### config.mk
export PLATFORM = sky130hd
export DESIGN_NAME = ssp_spi_port
export DESIGN_NICKNAME = d
export VERILOG_FILES = /design/src/hdl/ssp_pkg.sv /design/src/hdl/ssp_spi_port.sv
export SDC_FILE = /design/constraint.sdc
export NUM_CORES = 1
export LEC_CHECK = 0
export ABC_AREA = 1
export BUFFER_PORTS_ARGS = -buffer_cell sky130_fd_sc_hd__buf_2
export CORE_MARGIN = 3
export CORE_UTILIZATION = 48
export CTS_CLUSTER_DIAMETER = 40
export DETAILED_ROUTE_END_ITERATION = 7
export PLACE_DENSITY = 0.87
export SLEW_MARGIN = 25
export SYNTH_ARGS = -nofsm -noshare
export SYNTH_HDL_FRONTEND = slang
export SYNTH_SLANG_ARGS = --single-unit
### constraint.sdc
create_clock -name clk -period 2 [get_ports clk]
set_input_delay 0.4 -clock clk [delete_from_list [all_inputs] [get_ports clk]]
set_output_delay 0.4 -clock clk [all_outputs]
set_load 0.005 [all_outputs]
### src/hdl/ssp_pkg.sv
// Purpose: shared constants and types of the serial port block
// Assumes: AXI4-Lite register access, 8-bit registers in the low lane
// Notes:   struct layouts follow the register bit layouts
package ssp_pkg;
    // ********************
    // register map
    // ********************
    localparam logic [7:0] OFS_CTRL = 8'h00;
    localparam logic [7:0] OFS_STAT = 8'h04;
    localparam logic [7:0] OFS_BUF  = 8'h08;
    localparam logic [7:0] OFS_FLAG = 8'h0C;
    localparam logic [7:0] CTRL_RST = 8'h00;
    localparam logic [7:0] STAT_RST = 8'h00;
    localparam logic [1:0] RESP_OKAY   = 2'h0;
    localparam logic [1:0] RESP_SLVERR = 2'h2;

    // ********************
    // mode field codes
    // ********************
    localparam logic [3:0] MODE_M4    = 4'h0;
    localparam logic [3:0] MODE_M16   = 4'h1;
    localparam logic [3:0] MODE_M64   = 4'h2;
    localparam logic [3:0] MODE_MT2   = 4'h3;
    localparam logic [3:0] MODE_S_SS  = 4'h4;
    localparam logic [3:0] MODE_S_NSS = 4'h5;

    // ********************
    // timing: core clocks per serial clock half period, then last bit and edge counts
    // ********************
    localparam logic [5:0] HALF_DIV4  = 6'h02;
    localparam logic [5:0] HALF_DIV16 = 6'h08;
    localparam logic [5:0] HALF_DIV64 = 6'h20;
    localparam logic [3:0] LAST_BIT   = 4'h7;
    localparam logic [4:0] LAST_EDGE  = 5'h0F;
    localparam logic [4:0] END_TICK   = 5'h10;

    typedef struct packed {
        logic       write_collision;
        logic       receive_overflow;
        logic       port_enable;
        logic       clock_polarity;
        logic [3:0] mode_field;
    } ssp_ctrl_s;

    typedef struct packed {
        logic       sample_point;
        logic       clock_edge;
        logic       data_addr;
        logic       stop_seen;
        logic       start_seen;
        logic       read_write;
        logic       update_addr;
        logic       buffer_full;
    } ssp_stat_s;

    typedef struct packed {
        logic sck;
        logic sck_oe;
        logic sdo;
        logic sdo_oe;
        logic owned;
    } ssp_pins_s;

    typedef enum logic [2:0] {
        ST_IDLE   = 3'b001,
        ST_MASTER = 3'b010,
        ST_SLAVE  = 3'b100
    } ssp_state_e;
endpackage : ssp_pkg

### src/hdl/ssp_spi_port.sv
// Purpose: SPI mode of a synchronous serial port, AXI4-Lite registers
// Assumes: clk is the oscillator; timer_two_tick is a one-clock pulse
// Notes:   pins are sampled through two flops, so select and clock
//          reactions lag the pins by two to three clocks
// How it works
// - eight bit words, full duplex, all four modes
// - finished word goes to buffer, sets flag
// - buffer write loads buffer and shifter together
// - status: only top two bits writable
// - master sample point: end or middle
// - clock edge bit picks transmit edge
// - stop bit cleared while port disabled
// - buffer full shows an unread received word
// - write while shifting sets write collision
// - slave overrun sets overflow, drops word
// - master never sets overflow
// - enable hands pins to the port
// - clock polarity sets idle clock level
// - master rates: osc/4, /16, /64, timer/2
// - mode 0100: slave with select
// - mode 0101: slave without select
// - status resets to zero
// - most significant bit first
// - buffer read clears buffer full
// - master starts on buffer write
// - select high floats output, clears count
`timescale 1ns/1ps
module ssp_spi_port (
    // clock and reset
    input  wire logic                clk,
    input  wire logic                reset,
    // axi4-lite write
    input  wire logic [7:0]          axi_awaddr,
    input  wire logic                axi_awvalid,
    output      logic                axi_awready,
    input  wire logic [31:0]         axi_wdata,
    input  wire logic [3:0]          axi_wstrb,
    input  wire logic                axi_wvalid,
    output      logic                axi_wready,
    output      logic [1:0]          axi_bresp,
    output      logic                axi_bvalid,
    input  wire logic                axi_bready,
    // axi4-lite read
    input  wire logic [7:0]          axi_araddr,
    input  wire logic                axi_arvalid,
    output      logic                axi_arready,
    output      logic [31:0]         axi_rdata,
    output      logic [1:0]          axi_rresp,
    output      logic                axi_rvalid,
    input  wire logic                axi_rready,
    // serial link
    input  wire logic                sck_i,
    input  wire logic                sdi_i,
    input  wire logic                ss_n_i,
    input  wire logic                timer_two_tick,
    output      ssp_pkg::ssp_pins_s  pins
);
    import ssp_pkg::*;

    ssp_ctrl_s   ctrl;
    ssp_stat_s   stat;
    ssp_state_e  state;
    logic [7:0]  data_buffer;
    logic [7:0]  sr;
    logic        flag;
    logic [4:0]  tick_cnt;
    logic [3:0]  rx_cnt;
    logic [5:0]  div_cnt;
    logic [2:0]  sck_sy;
    logic [1:0]  sdi_sy;
    logic [1:0]  ss_sy;
    logic        aw_got;
    logic        w_got;
    logic [7:0]  waddr;
    logic [31:0] wdat;
    logic [3:0]  wstb;

    function automatic logic mapped(input logic [7:0] a);
        mapped = (a == OFS_CTRL) || (a == OFS_STAT) || (a == OFS_BUF) || (a == OFS_FLAG);
    endfunction : mapped

    function automatic logic [5:0] half_of(input logic [3:0] m);
        half_of = (m == MODE_M64) ? HALF_DIV64 : (m == MODE_M16) ? HALF_DIV16 : HALF_DIV4;
    endfunction : half_of

    // ********************
    // pin synchronisers
    // ********************
    always_ff @(posedge clk) begin
        if (reset) begin
            sck_sy <= 3'h0;
            sdi_sy <= 2'h0;
            ss_sy  <= 2'h3;
        end else begin
            sck_sy <= {sck_sy[1:0], sck_i};
            sdi_sy <= {sdi_sy[0], sdi_i};
            ss_sy  <= {ss_sy[0], ss_n_i};
        end
    end

    // ********************
    // decode and shift events
    // ********************
    logic aw_hs, w_hs, ar_hs, do_wr, wr_buf, wr_ctrl, wr_stat, wr_flag, rd_buf;
    logic is_master, is_slave, ss_ctl, slave_sel, shifting, collide, load, start;
    logic master_tick, tick, samp, xmit, word_done, overrun;
    logic [7:0] next_word;

    assign aw_hs     = axi_awvalid && axi_awready;
    assign w_hs      = axi_wvalid && axi_wready;
    assign ar_hs     = axi_arvalid && axi_arready;
    assign do_wr     = aw_got && w_got && !axi_bvalid;
    assign wr_ctrl   = do_wr && wstb[0] && (waddr == OFS_CTRL);
    assign wr_stat   = do_wr && wstb[0] && (waddr == OFS_STAT);
    assign wr_buf    = do_wr && wstb[0] && (waddr == OFS_BUF);
    assign wr_flag   = do_wr && wstb[0] && (waddr == OFS_FLAG);
    assign rd_buf    = ar_hs && (axi_araddr == OFS_BUF);
    assign is_master = (ctrl.mode_field[3:2] == 2'h0);
    assign ss_ctl    = (ctrl.mode_field == MODE_S_SS);
    assign is_slave  = ss_ctl || (ctrl.mode_field == MODE_S_NSS);
    // select is ignored unless the mode asks for it
    assign slave_sel = ss_ctl ? !ss_sy[1] : 1'b1;
    assign shifting  = (state == ST_MASTER) || (state == ST_SLAVE && tick_cnt != 5'h0);
    assign collide   = wr_buf && ctrl.port_enable && shifting;
    assign load      = wr_buf && !collide;
    assign start     = load && ctrl.port_enable && is_master && state == ST_IDLE;
    assign master_tick = (state == ST_MASTER)
                       && ((ctrl.mode_field == MODE_MT2) ? timer_two_tick : div_cnt == 6'h0);
    // edges seen only while selected; sck_sy[0] feeds nothing but sck_sy[1]
    assign tick      = master_tick
                     || (state == ST_SLAVE && slave_sel && (sck_sy[1] ^ sck_sy[2]));
    // even ticks lead away from idle, odd ticks return; slave relies on
    // software keeping sample_point clear
    // clock_edge set transmits on the leading tick, clear on the returning one
    assign samp      = tick && rx_cnt <= LAST_BIT
                     && (tick_cnt[0] == (stat.clock_edge ^ stat.sample_point))
                     && !(tick_cnt == 5'h0 && (stat.clock_edge || stat.sample_point));
    assign xmit      = tick && (tick_cnt[0] != stat.clock_edge);
    assign next_word = {sr[6:0], sdi_sy[1]};
    assign word_done = samp && rx_cnt == LAST_BIT;
    assign overrun   = word_done && state == ST_SLAVE && stat.buffer_full;

    // ********************
    // transfer state
    // ********************
    always_ff @(posedge clk) begin
        if (reset) begin
            state <= ST_IDLE;
        end else begin
            unique case (state)
                ST_IDLE: begin
                    if (ctrl.port_enable && is_slave) begin
                        state <= ST_SLAVE;
                    end else if (start) begin
                        state <= ST_MASTER;
                    end
                end
                ST_MASTER: begin
                    if (!ctrl.port_enable || (master_tick && tick_cnt == END_TICK)) begin
                        state <= ST_IDLE;
                    end
                end
                ST_SLAVE: begin
                    if (!ctrl.port_enable || !is_slave) begin
                        state <= ST_IDLE;
                    end
                end
            endcase
        end
    end

    always_ff @(posedge clk) begin
        if (reset) begin
            div_cnt <= 6'h0;
        end else if (start || master_tick) begin
            div_cnt <= half_of(ctrl.mode_field) - 6'h1;
        end else if (div_cnt != 6'h0) begin
            div_cnt <= div_cnt - 6'h1;
        end
    end

    always_ff @(posedge clk) begin
        if (reset) begin
            tick_cnt <= 5'h0;
            rx_cnt   <= 4'h0;
        end else if (!ctrl.port_enable || start
                     || (state == ST_SLAVE && ss_ctl && ss_sy[1])) begin
            tick_cnt <= 5'h0;
            rx_cnt   <= 4'h0;
        end else begin
            if (tick) begin
                // slave wraps after sixteen edges, master stops at the end tick
                tick_cnt <= (state == ST_SLAVE && tick_cnt == LAST_EDGE) ? 5'h0
                                                                         : tick_cnt + 5'h1;
            end
            if (samp) begin
                rx_cnt <= word_done ? 4'h0 : rx_cnt + 4'h1;
            end
        end
    end

    always_ff @(posedge clk) begin
        if (reset) begin
            sr <= 8'h0;
        end else if (load) begin
            sr <= wdat[7:0];
        end else if (samp) begin
            sr <= next_word;
        end
    end

    // ********************
    // pins
    // ********************
    always_ff @(posedge clk) begin
        if (reset) begin
            pins <= '0;
        end else begin
            pins.owned  <= ctrl.port_enable;
            pins.sck_oe <= ctrl.port_enable && is_master;
            // select high floats the output even mid-word
            pins.sdo_oe <= ctrl.port_enable && (is_master || (is_slave && slave_sel));
            if (state != ST_MASTER) begin
                pins.sck <= ctrl.clock_polarity;
            end else if (master_tick && tick_cnt <= LAST_EDGE) begin
                pins.sck <= !pins.sck;
            end
            if (load) begin
                pins.sdo <= wdat[7];
            end else if (xmit) begin
                pins.sdo <= samp ? sr[6] : sr[7];
            end
        end
    end

    // ********************
    // registers
    // ********************
    always_ff @(posedge clk) begin
        if (reset) begin
            ctrl <= CTRL_RST;
        end else begin
            if (wr_ctrl) begin
                ctrl <= wdat[7:0];
            end
            // hardware set wins over a software clear in the same cycle
            if (collide) begin
                ctrl.write_collision <= 1'b1;
            end
            if (overrun) begin
                ctrl.receive_overflow <= 1'b1;
            end
        end
    end

    always_ff @(posedge clk) begin
        if (reset) begin
            stat <= STAT_RST;
        end else begin
            if (wr_stat) begin
                stat.sample_point <= wdat[7];
                stat.clock_edge   <= wdat[6];
            end
            if (!ctrl.port_enable) begin
                stat.stop_seen <= 1'b0;
            end
            if (word_done && !overrun) begin
                stat.buffer_full <= 1'b1;
            end else if (rd_buf) begin
                stat.buffer_full <= 1'b0;
            end
        end
    end

    always_ff @(posedge clk) begin
        if (reset) begin
            data_buffer <= 8'h0;
            flag        <= 1'b0;
        end else begin
            if (load) begin
                data_buffer <= wdat[7:0];
            end else if (word_done && !overrun) begin
                data_buffer <= next_word;
            end
            if (word_done) begin
                flag <= 1'b1;
            end else if (wr_flag && wdat[0]) begin
                flag <= 1'b0;
            end
        end
    end

    // ********************
    // axi4-lite slave
    // ********************
    always_ff @(posedge clk) begin
        if (reset) begin
            aw_got      <= 1'b0;
            w_got       <= 1'b0;
            axi_awready <= 1'b0;
            axi_wready  <= 1'b0;
            axi_bvalid  <= 1'b0;
            axi_bresp   <= RESP_OKAY;
            waddr       <= 8'h0;
            wdat        <= 32'h0;
            wstb        <= 4'h0;
        end else begin
            aw_got      <= aw_hs || (aw_got && !do_wr);
            w_got       <= w_hs || (w_got && !do_wr);
            axi_awready <= !(aw_hs || (aw_got && !do_wr));
            axi_wready  <= !(w_hs || (w_got && !do_wr));
            if (aw_hs) begin
                waddr <= axi_awaddr;
            end
            if (w_hs) begin
                wdat <= axi_wdata;
                wstb <= axi_wstrb;
            end
            if (do_wr) begin
                axi_bvalid <= 1'b1;
                axi_bresp  <= mapped(waddr) ? RESP_OKAY : RESP_SLVERR;
            end else if (axi_bready) begin
                axi_bvalid <= 1'b0;
            end
        end
    end

    always_ff @(posedge clk) begin
        if (reset) begin
            axi_arready <= 1'b0;
            axi_rvalid  <= 1'b0;
            axi_rdata   <= 32'h0;
            axi_rresp   <= RESP_OKAY;
        end else begin
            axi_arready <= !(ar_hs || (axi_rvalid && !axi_rready));
            if (ar_hs) begin
                axi_rvalid <= 1'b1;
                axi_rresp  <= mapped(axi_araddr) ? RESP_OKAY : RESP_SLVERR;
                unique case (axi_araddr)
                    OFS_CTRL: axi_rdata <= {24'h0, ctrl};
                    OFS_STAT: axi_rdata <= {24'h0, stat};
                    OFS_BUF:  axi_rdata <= {24'h0, data_buffer};
                    OFS_FLAG: axi_rdata <= {31'h0, flag};
                    default:  axi_rdata <= 32'h0;
                endcase
            end else if (axi_rready) begin
                axi_rvalid <= 1'b0;
            end
        end
    end
endmodule : ssp_spi_port

==> impl_metrics.toml, run 1 <==
[worst_setup_path]
r2r-end = "div_cnt[4]$_SDFFE_PP0P_"
critPathMostFrequentCell = "nand2_2"
cp.arrival_ns = 2.25
ff2ff_setup_slack_ns = 0.05
crit_chain = "inv_1, ha_4, nand4_1, a21oi_4, nand3_4, nand2_2, nand2_2, nand2_2, ha_4, nand2_1, inv_2, nand2_2, nand2_1, nand2_1, nor2_1"
critPathKind = "flop to flop"
worstPathMaxFanout = 5
critPathMaxStageDelay_ns = 0.33
cp.required_ns = 2.30
ff2ff_path_depth = 15
slowest_stage = "dfxtp_2"
r2r_start = "tick_cnt[0]$_SDFFE_PP0P_"
cp-start-kind = "flop"
crit_path_end_kind = "flop"

[logic_synthesis]
synth_top_family_by_area = "simple AND/OR/NAND/NOR gates"
synth-compound-area-share = 0.151
synthCells = 572
avgSynthCellArea_sq_um = 7.33
synth_edf_count = 0
ys_types = 39
seq_area_frac_synth = 0.439
synth_seq_cells = 92
synth-simple-area-share = 0.260
synth_top_flop_cell = "dfxtp_1"
synth_warnings = 0
synthArstFlopShare = 0
synthAdderAreaFrac = 0.0149
netlist_area_sq_um = 4190
synth.area.mux_share = 0
synth-xor-area-share = 0.00627

[placement]
place_ws_ns = -0.0689
place_hpwl_microns = 7250
port_buffers = 55
finalWeightedCongestion = 0.924

[floorplanning]
die_h_microns = 99.5
io_pins = 109
start_util = 0.503
die_area_sq_um = 9890
rows = 33
core_area_sq_um = 8340
die_w_microns = 99.5

[clock_network]
clockBufferDepth = 2
insertion_delay_ns = 0.36
tritoncts = "built"
cts-root-buf = "clkbuf_8"
htree_levels = 3
cts.clk_slew.worst_paths_ns = 0.08
numCtsBuffers = 9
cts.sinks = 92

[min_path]
min_to = "ss_sy[0]$_SDFF_PP1_"
min_from = "ss_n_i"
hold_depth = 2
hold_path_class = "input pin to flop"

[timing]
fin_ws_ns = 0.0500
fin_crit_ns = 1.95
skew_ns = 0.00574
hold_viol = 0
slew_violations = 0
period_share = 0.975
rsz0062_at_grt = "yes"
setup_viol = 0
hold-worst-slack_ns = 0.216
setup-tns-final_ns = 0
max_freq_ghz = 0.513

[routing]
wirelength_microns = 10000
vias = 3965
wl_per_cell_microns = 13.2
drcViolationCount = 0
first_pass_iters = 5
drt_iter0_markers = 285
ant_nets = 0
detail_route.vias_per_cell = 5.21

[final_layout]
diodes = 0
fill_cells = 717
syn_to_final_growth_pct = 19.2
final_core_util = 0.599
nets = 721
layout-drive-gt1-share = 0.226

[power_and_ir_drop]
p_leak_nw = 2.23
ir_drop_mv = 0.387
fin_total_pwr_w = 0.00374
p_per_area_nw_per_um2 = 749

[global_route]
overflow = 0
grt_max_degree = 47
grt_usage = 0.192
grt_pass1_wl_microns = 15700
antenna_found_initial = 0
grt_pass1_vias = 3639

[job]
cap_violations = 0

[status]
status = "complete, no violations"
==> layout make-up <==
cell class	count	area, sq um	share of cell area
timing repair buffer	88	531	0.106
clock buffer	12	155	0.0310
sequential	92	1850	0.370
inverter	72	270	0.0541
tap	105	131	0.0263
clock inverter	2	35.0	0.00701
multi-input combinational	390	2030	0.406
==> report_power, final <==
part	internal [W]	switching (W)	leakage, nW
clock	0.000632	0.000623	0.0983
sequential	0.00191	0.0000556	0.751
combinational	0.000203	0.000313	1.38
total	0.00275	0.000992	2.23
==> cells in the final DEF (no fill, tap or decap), types with 3 or more instances in the layout <==
cell and n:
o22ai_1 7, ha_4 3, conb_1 26, nor2_2 3, buf_4 31, o21ai_1 3, nand2_1 83, a21oi_1 41
dfxtp_2 5, nand2_2 5, dfxtp_1 87, inv_2 8, nand3_1 31, buf_2 55, o21ai_0 43, or2_2 5
nor2_4 6, o211ai_1 4, a211oi_1 3, nand4_1 10, clkbuf_8 11, nor3_1 6, a31oi_1 8, nand2_4 3
nor2_1 78, inv_1 63
==> metrics by stage <==
step | area (sq um) | std cells
6_report | 5000 | 761
3_3_place_gp | 4590 | 735
4_1_cts | 4790 | 751
3_5_place_dp | 4590 | 735
5_1_grt | 5000 | 761
2_1_floorplan | 4290 | 597
==> synthesized netlist by cell type (2+ instances only) <==
master	n	area, sq um
nand3_2	2	20.0
nor3_4	2	32.5
clkbuf_1	13	48.8
a21oi_1	41	205
nand4_1	10	62.6
o21ai_0	45	225
or2_2	5	31.3
a211oi_1	3	22.5
nand2_4	3	33.8
ha_1	5	62.6
dfxtp_1	92	1840
nor3b_1	2	15.0
nand3_1	33	165
buf_4	27	203
nor2_1	82	308
nand2_1	86	323
o211ai_1	4	30.0
a31oi_1	8	50.1
xnor2_1	2	17.5
inv_1	68	255
o22ai_1	7	43.8
nor3_1	7	35.0
nor2_2	4	25.0
buf_2	2	10.0
inv_2	3	11.3
nand2_2	2	12.5
o221ai_1	2	17.5
==> per-layer routing <==
| metal | global-route usage | share of wire | wire [microns] |
|---|---|---|---|
| met1 | 0.233 | 0.40 | 3990 |
| met2 | 0.334 | 0.51 | 5100 |
| met3 | 0.0463 | 0.072 | 725 |
| met4 | 0.0641 | 0.022 | 223 |
| met5 | 0 | 0 | 0 |
==> critical path, delay by kind of cell, from the launching register on <==
kind	cells	cell delay, ns
AOI/OAI and AO/OA	1	0.26
adders and majority gates	2	0.28
buffers and inverters	2	0.17
DFF	1	0.33
and+or+nand+nor	10	0.84
==> registers in the layout (all words and copies together), names as in the netlist, 2 cells and up <==
name	count
div_cnt	6
ss_sy	2
sr	8
sck_sy	3
wdat	8
sdi_sy	2
data_buffer	8
rx_cnt	4
tick_cnt	5
pins	5
ctrl	8
stat	3
axi_rdata	8
waddr	8
state	3
==> cell families (layout without fill, tap and decap cells) <==
family,Yosys count,in the layout
other,1,26
buffers and inverters,115,174
flip-flops,92,92
adder cells (fa/ha/maj),5,5
XOR/XNOR,3,3
AND/OR/NAND/NOR,241,241
AO/OA/AOI/OAI,115,115
==> worst max-delay path by stage <==
stage | from | end | slack, ns | cells after the start
2_1_floorplan | tick_cnt[0]$_SDFFE_PP0P_ | div_cnt[4]$_SDFFE_PP0P_ | 0.09 | 14
3_3_place_gp | waddr[6]$_SDFFE_PP0P_ | div_cnt[4]$_SDFFE_PP0P_ | 0.02 | 15
3_5_place_dp | waddr[3]$_SDFFE_PP0P_ | div_cnt[4]$_SDFFE_PP0P_ | -0.07 | 16
4_1_cts | tick_cnt[1]$_SDFFE_PP0P_ | div_cnt[4]$_SDFFE_PP0P_ | -0.002 | 14
5_1_grt | tick_cnt[0]$_SDFFE_PP0P_ | div_cnt[4]$_SDFFE_PP0P_ | -0.07 | 15
6_report | tick_cnt[0]$_SDFFE_PP0P_ | div_cnt[4]$_SDFFE_PP0P_ | 0.05 | 15
==> timing repair <==
item | CTS | global route
setup buffers | 2 | 10
gates resized for setup | 1 | 38
hold buffers | 0 | 0
pin swaps | 3 | 21
setup endpoints to repair | 5 | 20
endpoints found under the hold margin | 0 | 0
(Power assumes the default switching activity.)
==> run 2: changes to the inputs <==
Settings changed: ABC_AREA 1 to not set.
==> run 2 against run 1 <==
  * The run now ends with negative setup slack left
  * Wire length is 28% higher
  * Clock power hardly changed
  * Die area is 0.42% lower
  * Flip-flop and latch count stayed put
  * Largest power group unchanged
==> impl_metrics.toml, run 2 <==
[floorplanning]
rows = 33
die_h_microns = 99.3
start_util = 0.500
io_pins = 109
die_w_microns = 99.3
core_area_sq_um = 8340
die_area_sq_um = 9850

[logic_synthesis]
synth_edf_count = 0
synthTopCellsByArea = "dfxtp_1 (44%), nand2_1 (6.0%), mux2i_1 (4.8%), buf_4 (4.7%), a21oi_1 (4.4%)"
synth_top_area_frac = 0.441
ys_types = 58
synthTopCellsByCount = "dfxtp_1 (92), nand2_1 (67), a21oi_1 (37)"
synth_warnings = 0
synthArstFlopShare = 0
netlist_area_sq_um = 4170
synthCells = 488
synth_top_flop_cell = "dfxtp_1"
yosysTopAreaCell = "dfxtp_1"
synth.most_common_cell = "dfxtp_1"
seq_area_frac_synth = 0.441
avgSynthCellArea_sq_um = 8.55
synth_seq_cells = 92

[global_route]
antenna_found_initial = 0
grt_pass1_vias = 3932
overflow = 0
grt_usage = 0.236
grt_max_degree = 74
grt_pass1_wl_microns = 18700

[timing]
fin_ws_ns = -0.309
skew_ns = 0.00918
setup_viol = 29
slew_violations = 0
period_share = 1.15
max_freq_ghz = 0.433
hold-worst-slack_ns = 0.220
rsz0062_at_grt = "yes"
fin_crit_ns = 2.31
hold_viol = 0
tightest_slew_ns = 0.524
slew_headroom = 0.650
setup-tns-final_ns = -3.60

[clock_network]
cts.sinks = 92
tritoncts = "built"
cts_hold_buf = 0
numCtsBuffers = 9
htree_levels = 3
cts-root-buf = "clkbuf_8"
insertion_delay_ns = 0.36
clockBufferDepth = 2
cts.clk_slew.worst_paths_ns = 0.09

[routing]
ant_nets = 0
wl_per_cell_microns = 17.9
drt_iter0_markers = 306
first_pass_iters = 5
vias = 4171
wirelength_microns = 12800
detail_route.vias_per_cell = 5.83
drcViolationCount = 0

[placement]
port_buffers = 55
finalWeightedCongestion = 0.905
place_hpwl_microns = 7490

[worst_setup_path]
slowest_stage = "or4_1"
critPathMaxStageDelay_ns = 0.41
cp.required_ns = 2.30
ff2ff_setup_slack_ns = -0.31
crit_path_end_kind = "flop"
critPathMostFrequentCell = "nor4_4"
cp.arrival_ns = 2.61
critPathKind = "flop to flop"
cp-start-kind = "flop"
crit_chain = "nor4_4, nand4_1, nor4_4, nor2_2, mux2i_1, ha_2, nand2_1, xor2_1, or4_1, a21oi_2"
worstPathMaxFanout = 3

[power_and_ir_drop]
p_per_area_nw_per_um2 = 678
ir_drop_mv = 0.452
p_leak_nw = 2.31

[job]
cap_violations = 0

[status]
status = "finished, violations left"
failed_checks = "negative setup slack"

[final_layout]
nets = 675
mostFrequentLayoutCell = "dfxtp_1"
mostFrequentLayoutCells = "dfxtp_1 (85), buf_4 (62), nand2_1 (61), buf_2 (55), nor2_1 (33)"
diodes = 0
layout-drive-gt1-share = 0.357
syn_to_final_growth_pct = 34.7
fill_cells = 607
final_core_util = 0.674

[min_path]
hold_path_class = "input pin to flop"
run 2: cell types whose count changed after synthesis, moves of 10 or more:
cell and delta:
inv_1 -54, a31oi_1 +13, nand2_1 -19, nand3_1 -10, nor2_1 -47, mux2i_1 +20
o21ai_0 -29
run 2: worst max-delay path, delay by kind of cell (launching register included):
kind / cells / cell delay (ns)
AOI/OAI and AO/OA: 1 / 0.12
muxes: 1 / 0.17
adders and majority gates: 1 / 0.20
xor gates and xnor gates: 1 / 0.14
DFF: 1 / 0.35
and+or+nand+nor: 6 / 1.29
run 2: final cells by class:
class	count	area, sq um	share of cell area
Clock inverter	6	72.6	0.0129
Tap cell	105	131	0.0234
Clock buffer	9	124	0.0220
Sequential cell	92	1850	0.330
Multi-Input combinational cell	355	2370	0.422
Timing Repair Buffer	135	1020	0.181
Inverter	14	52.6	0.00935
run 2: through the flow:
| stage | total power, W | cells | area (sq um) | worst slack (ns) |
|---|---|---|---|---|
| global placement | 0.00250 | 681 | 4880 | -0.268 |
| floorplan | 0.00234 | 513 | 4340 | -0.382 |
| finish | 0.00381 | 716 | 5620 | -0.309 |
| CTS | 0.00377 | 712 | 5380 | -0.268 |
| detailed placement | 0.00253 | 681 | 4880 | -0.376 |
| global route | 0.00396 | 716 | 5620 | -0.464 |
run 2: worst paths after layout:
path	startpoint	endpoint	cells past startpoint
min reg2reg	ss_sy[0]$_SDFF_PP1_	ss_sy[1]$_SDFF_PP1_	1
min	ss_n_i	ss_sy[0]$_SDFF_PP1_	2
max	waddr[0]$_SDFFE_PP0P_	div_cnt[4]$_SDFFE_PP0P_	10
max reg2reg	waddr[0]$_SDFFE_PP0P_	div_cnt[4]$_SDFFE_PP0P_	10
run 2: cell families after synthesis:
kind of cell | count (synthesis) | synth area share
other | 1 | 0.000898
buffers and inverters | 66 | 0.0854
muxes | 21 | 0.0534
adders and majority gates | 5 | 0.0150
xor gates and xnor gates | 7 | 0.0147
and+or+nand+nor | 184 | 0.220
DFF | 92 | 0.441
AOI/OAI and AO/OA | 112 | 0.169
run 2: metal layers:
layer / vias up / part of all wire / global-route usage
met1: 1979 / 0.38 / 0.273
met4: 0 / 0.050 / 0.142
met2: 222 / 0.49 / 0.401
met3: 65 / 0.077 / 0.0505
li1: 1905 / - / -
met5: - / 0 / 0
run 2: where the power goes:
part | leakage, nW | switching [W] | internal [W]
sequential | 0.750 | 0.0000599 | 0.00190
clock | 0.0899 | 0.000682 | 0.000584
combinational | 1.47 | 0.000292 | 0.000288
total | 2.31 | 0.00103 | 0.00278
run 2: timing repair:
item	in CTS	in global routing
buffers inserted	11	6
cloned	5	1
pin swaps	13	17
resized for setup	44	47
endpoints found under the setup margin	32	33
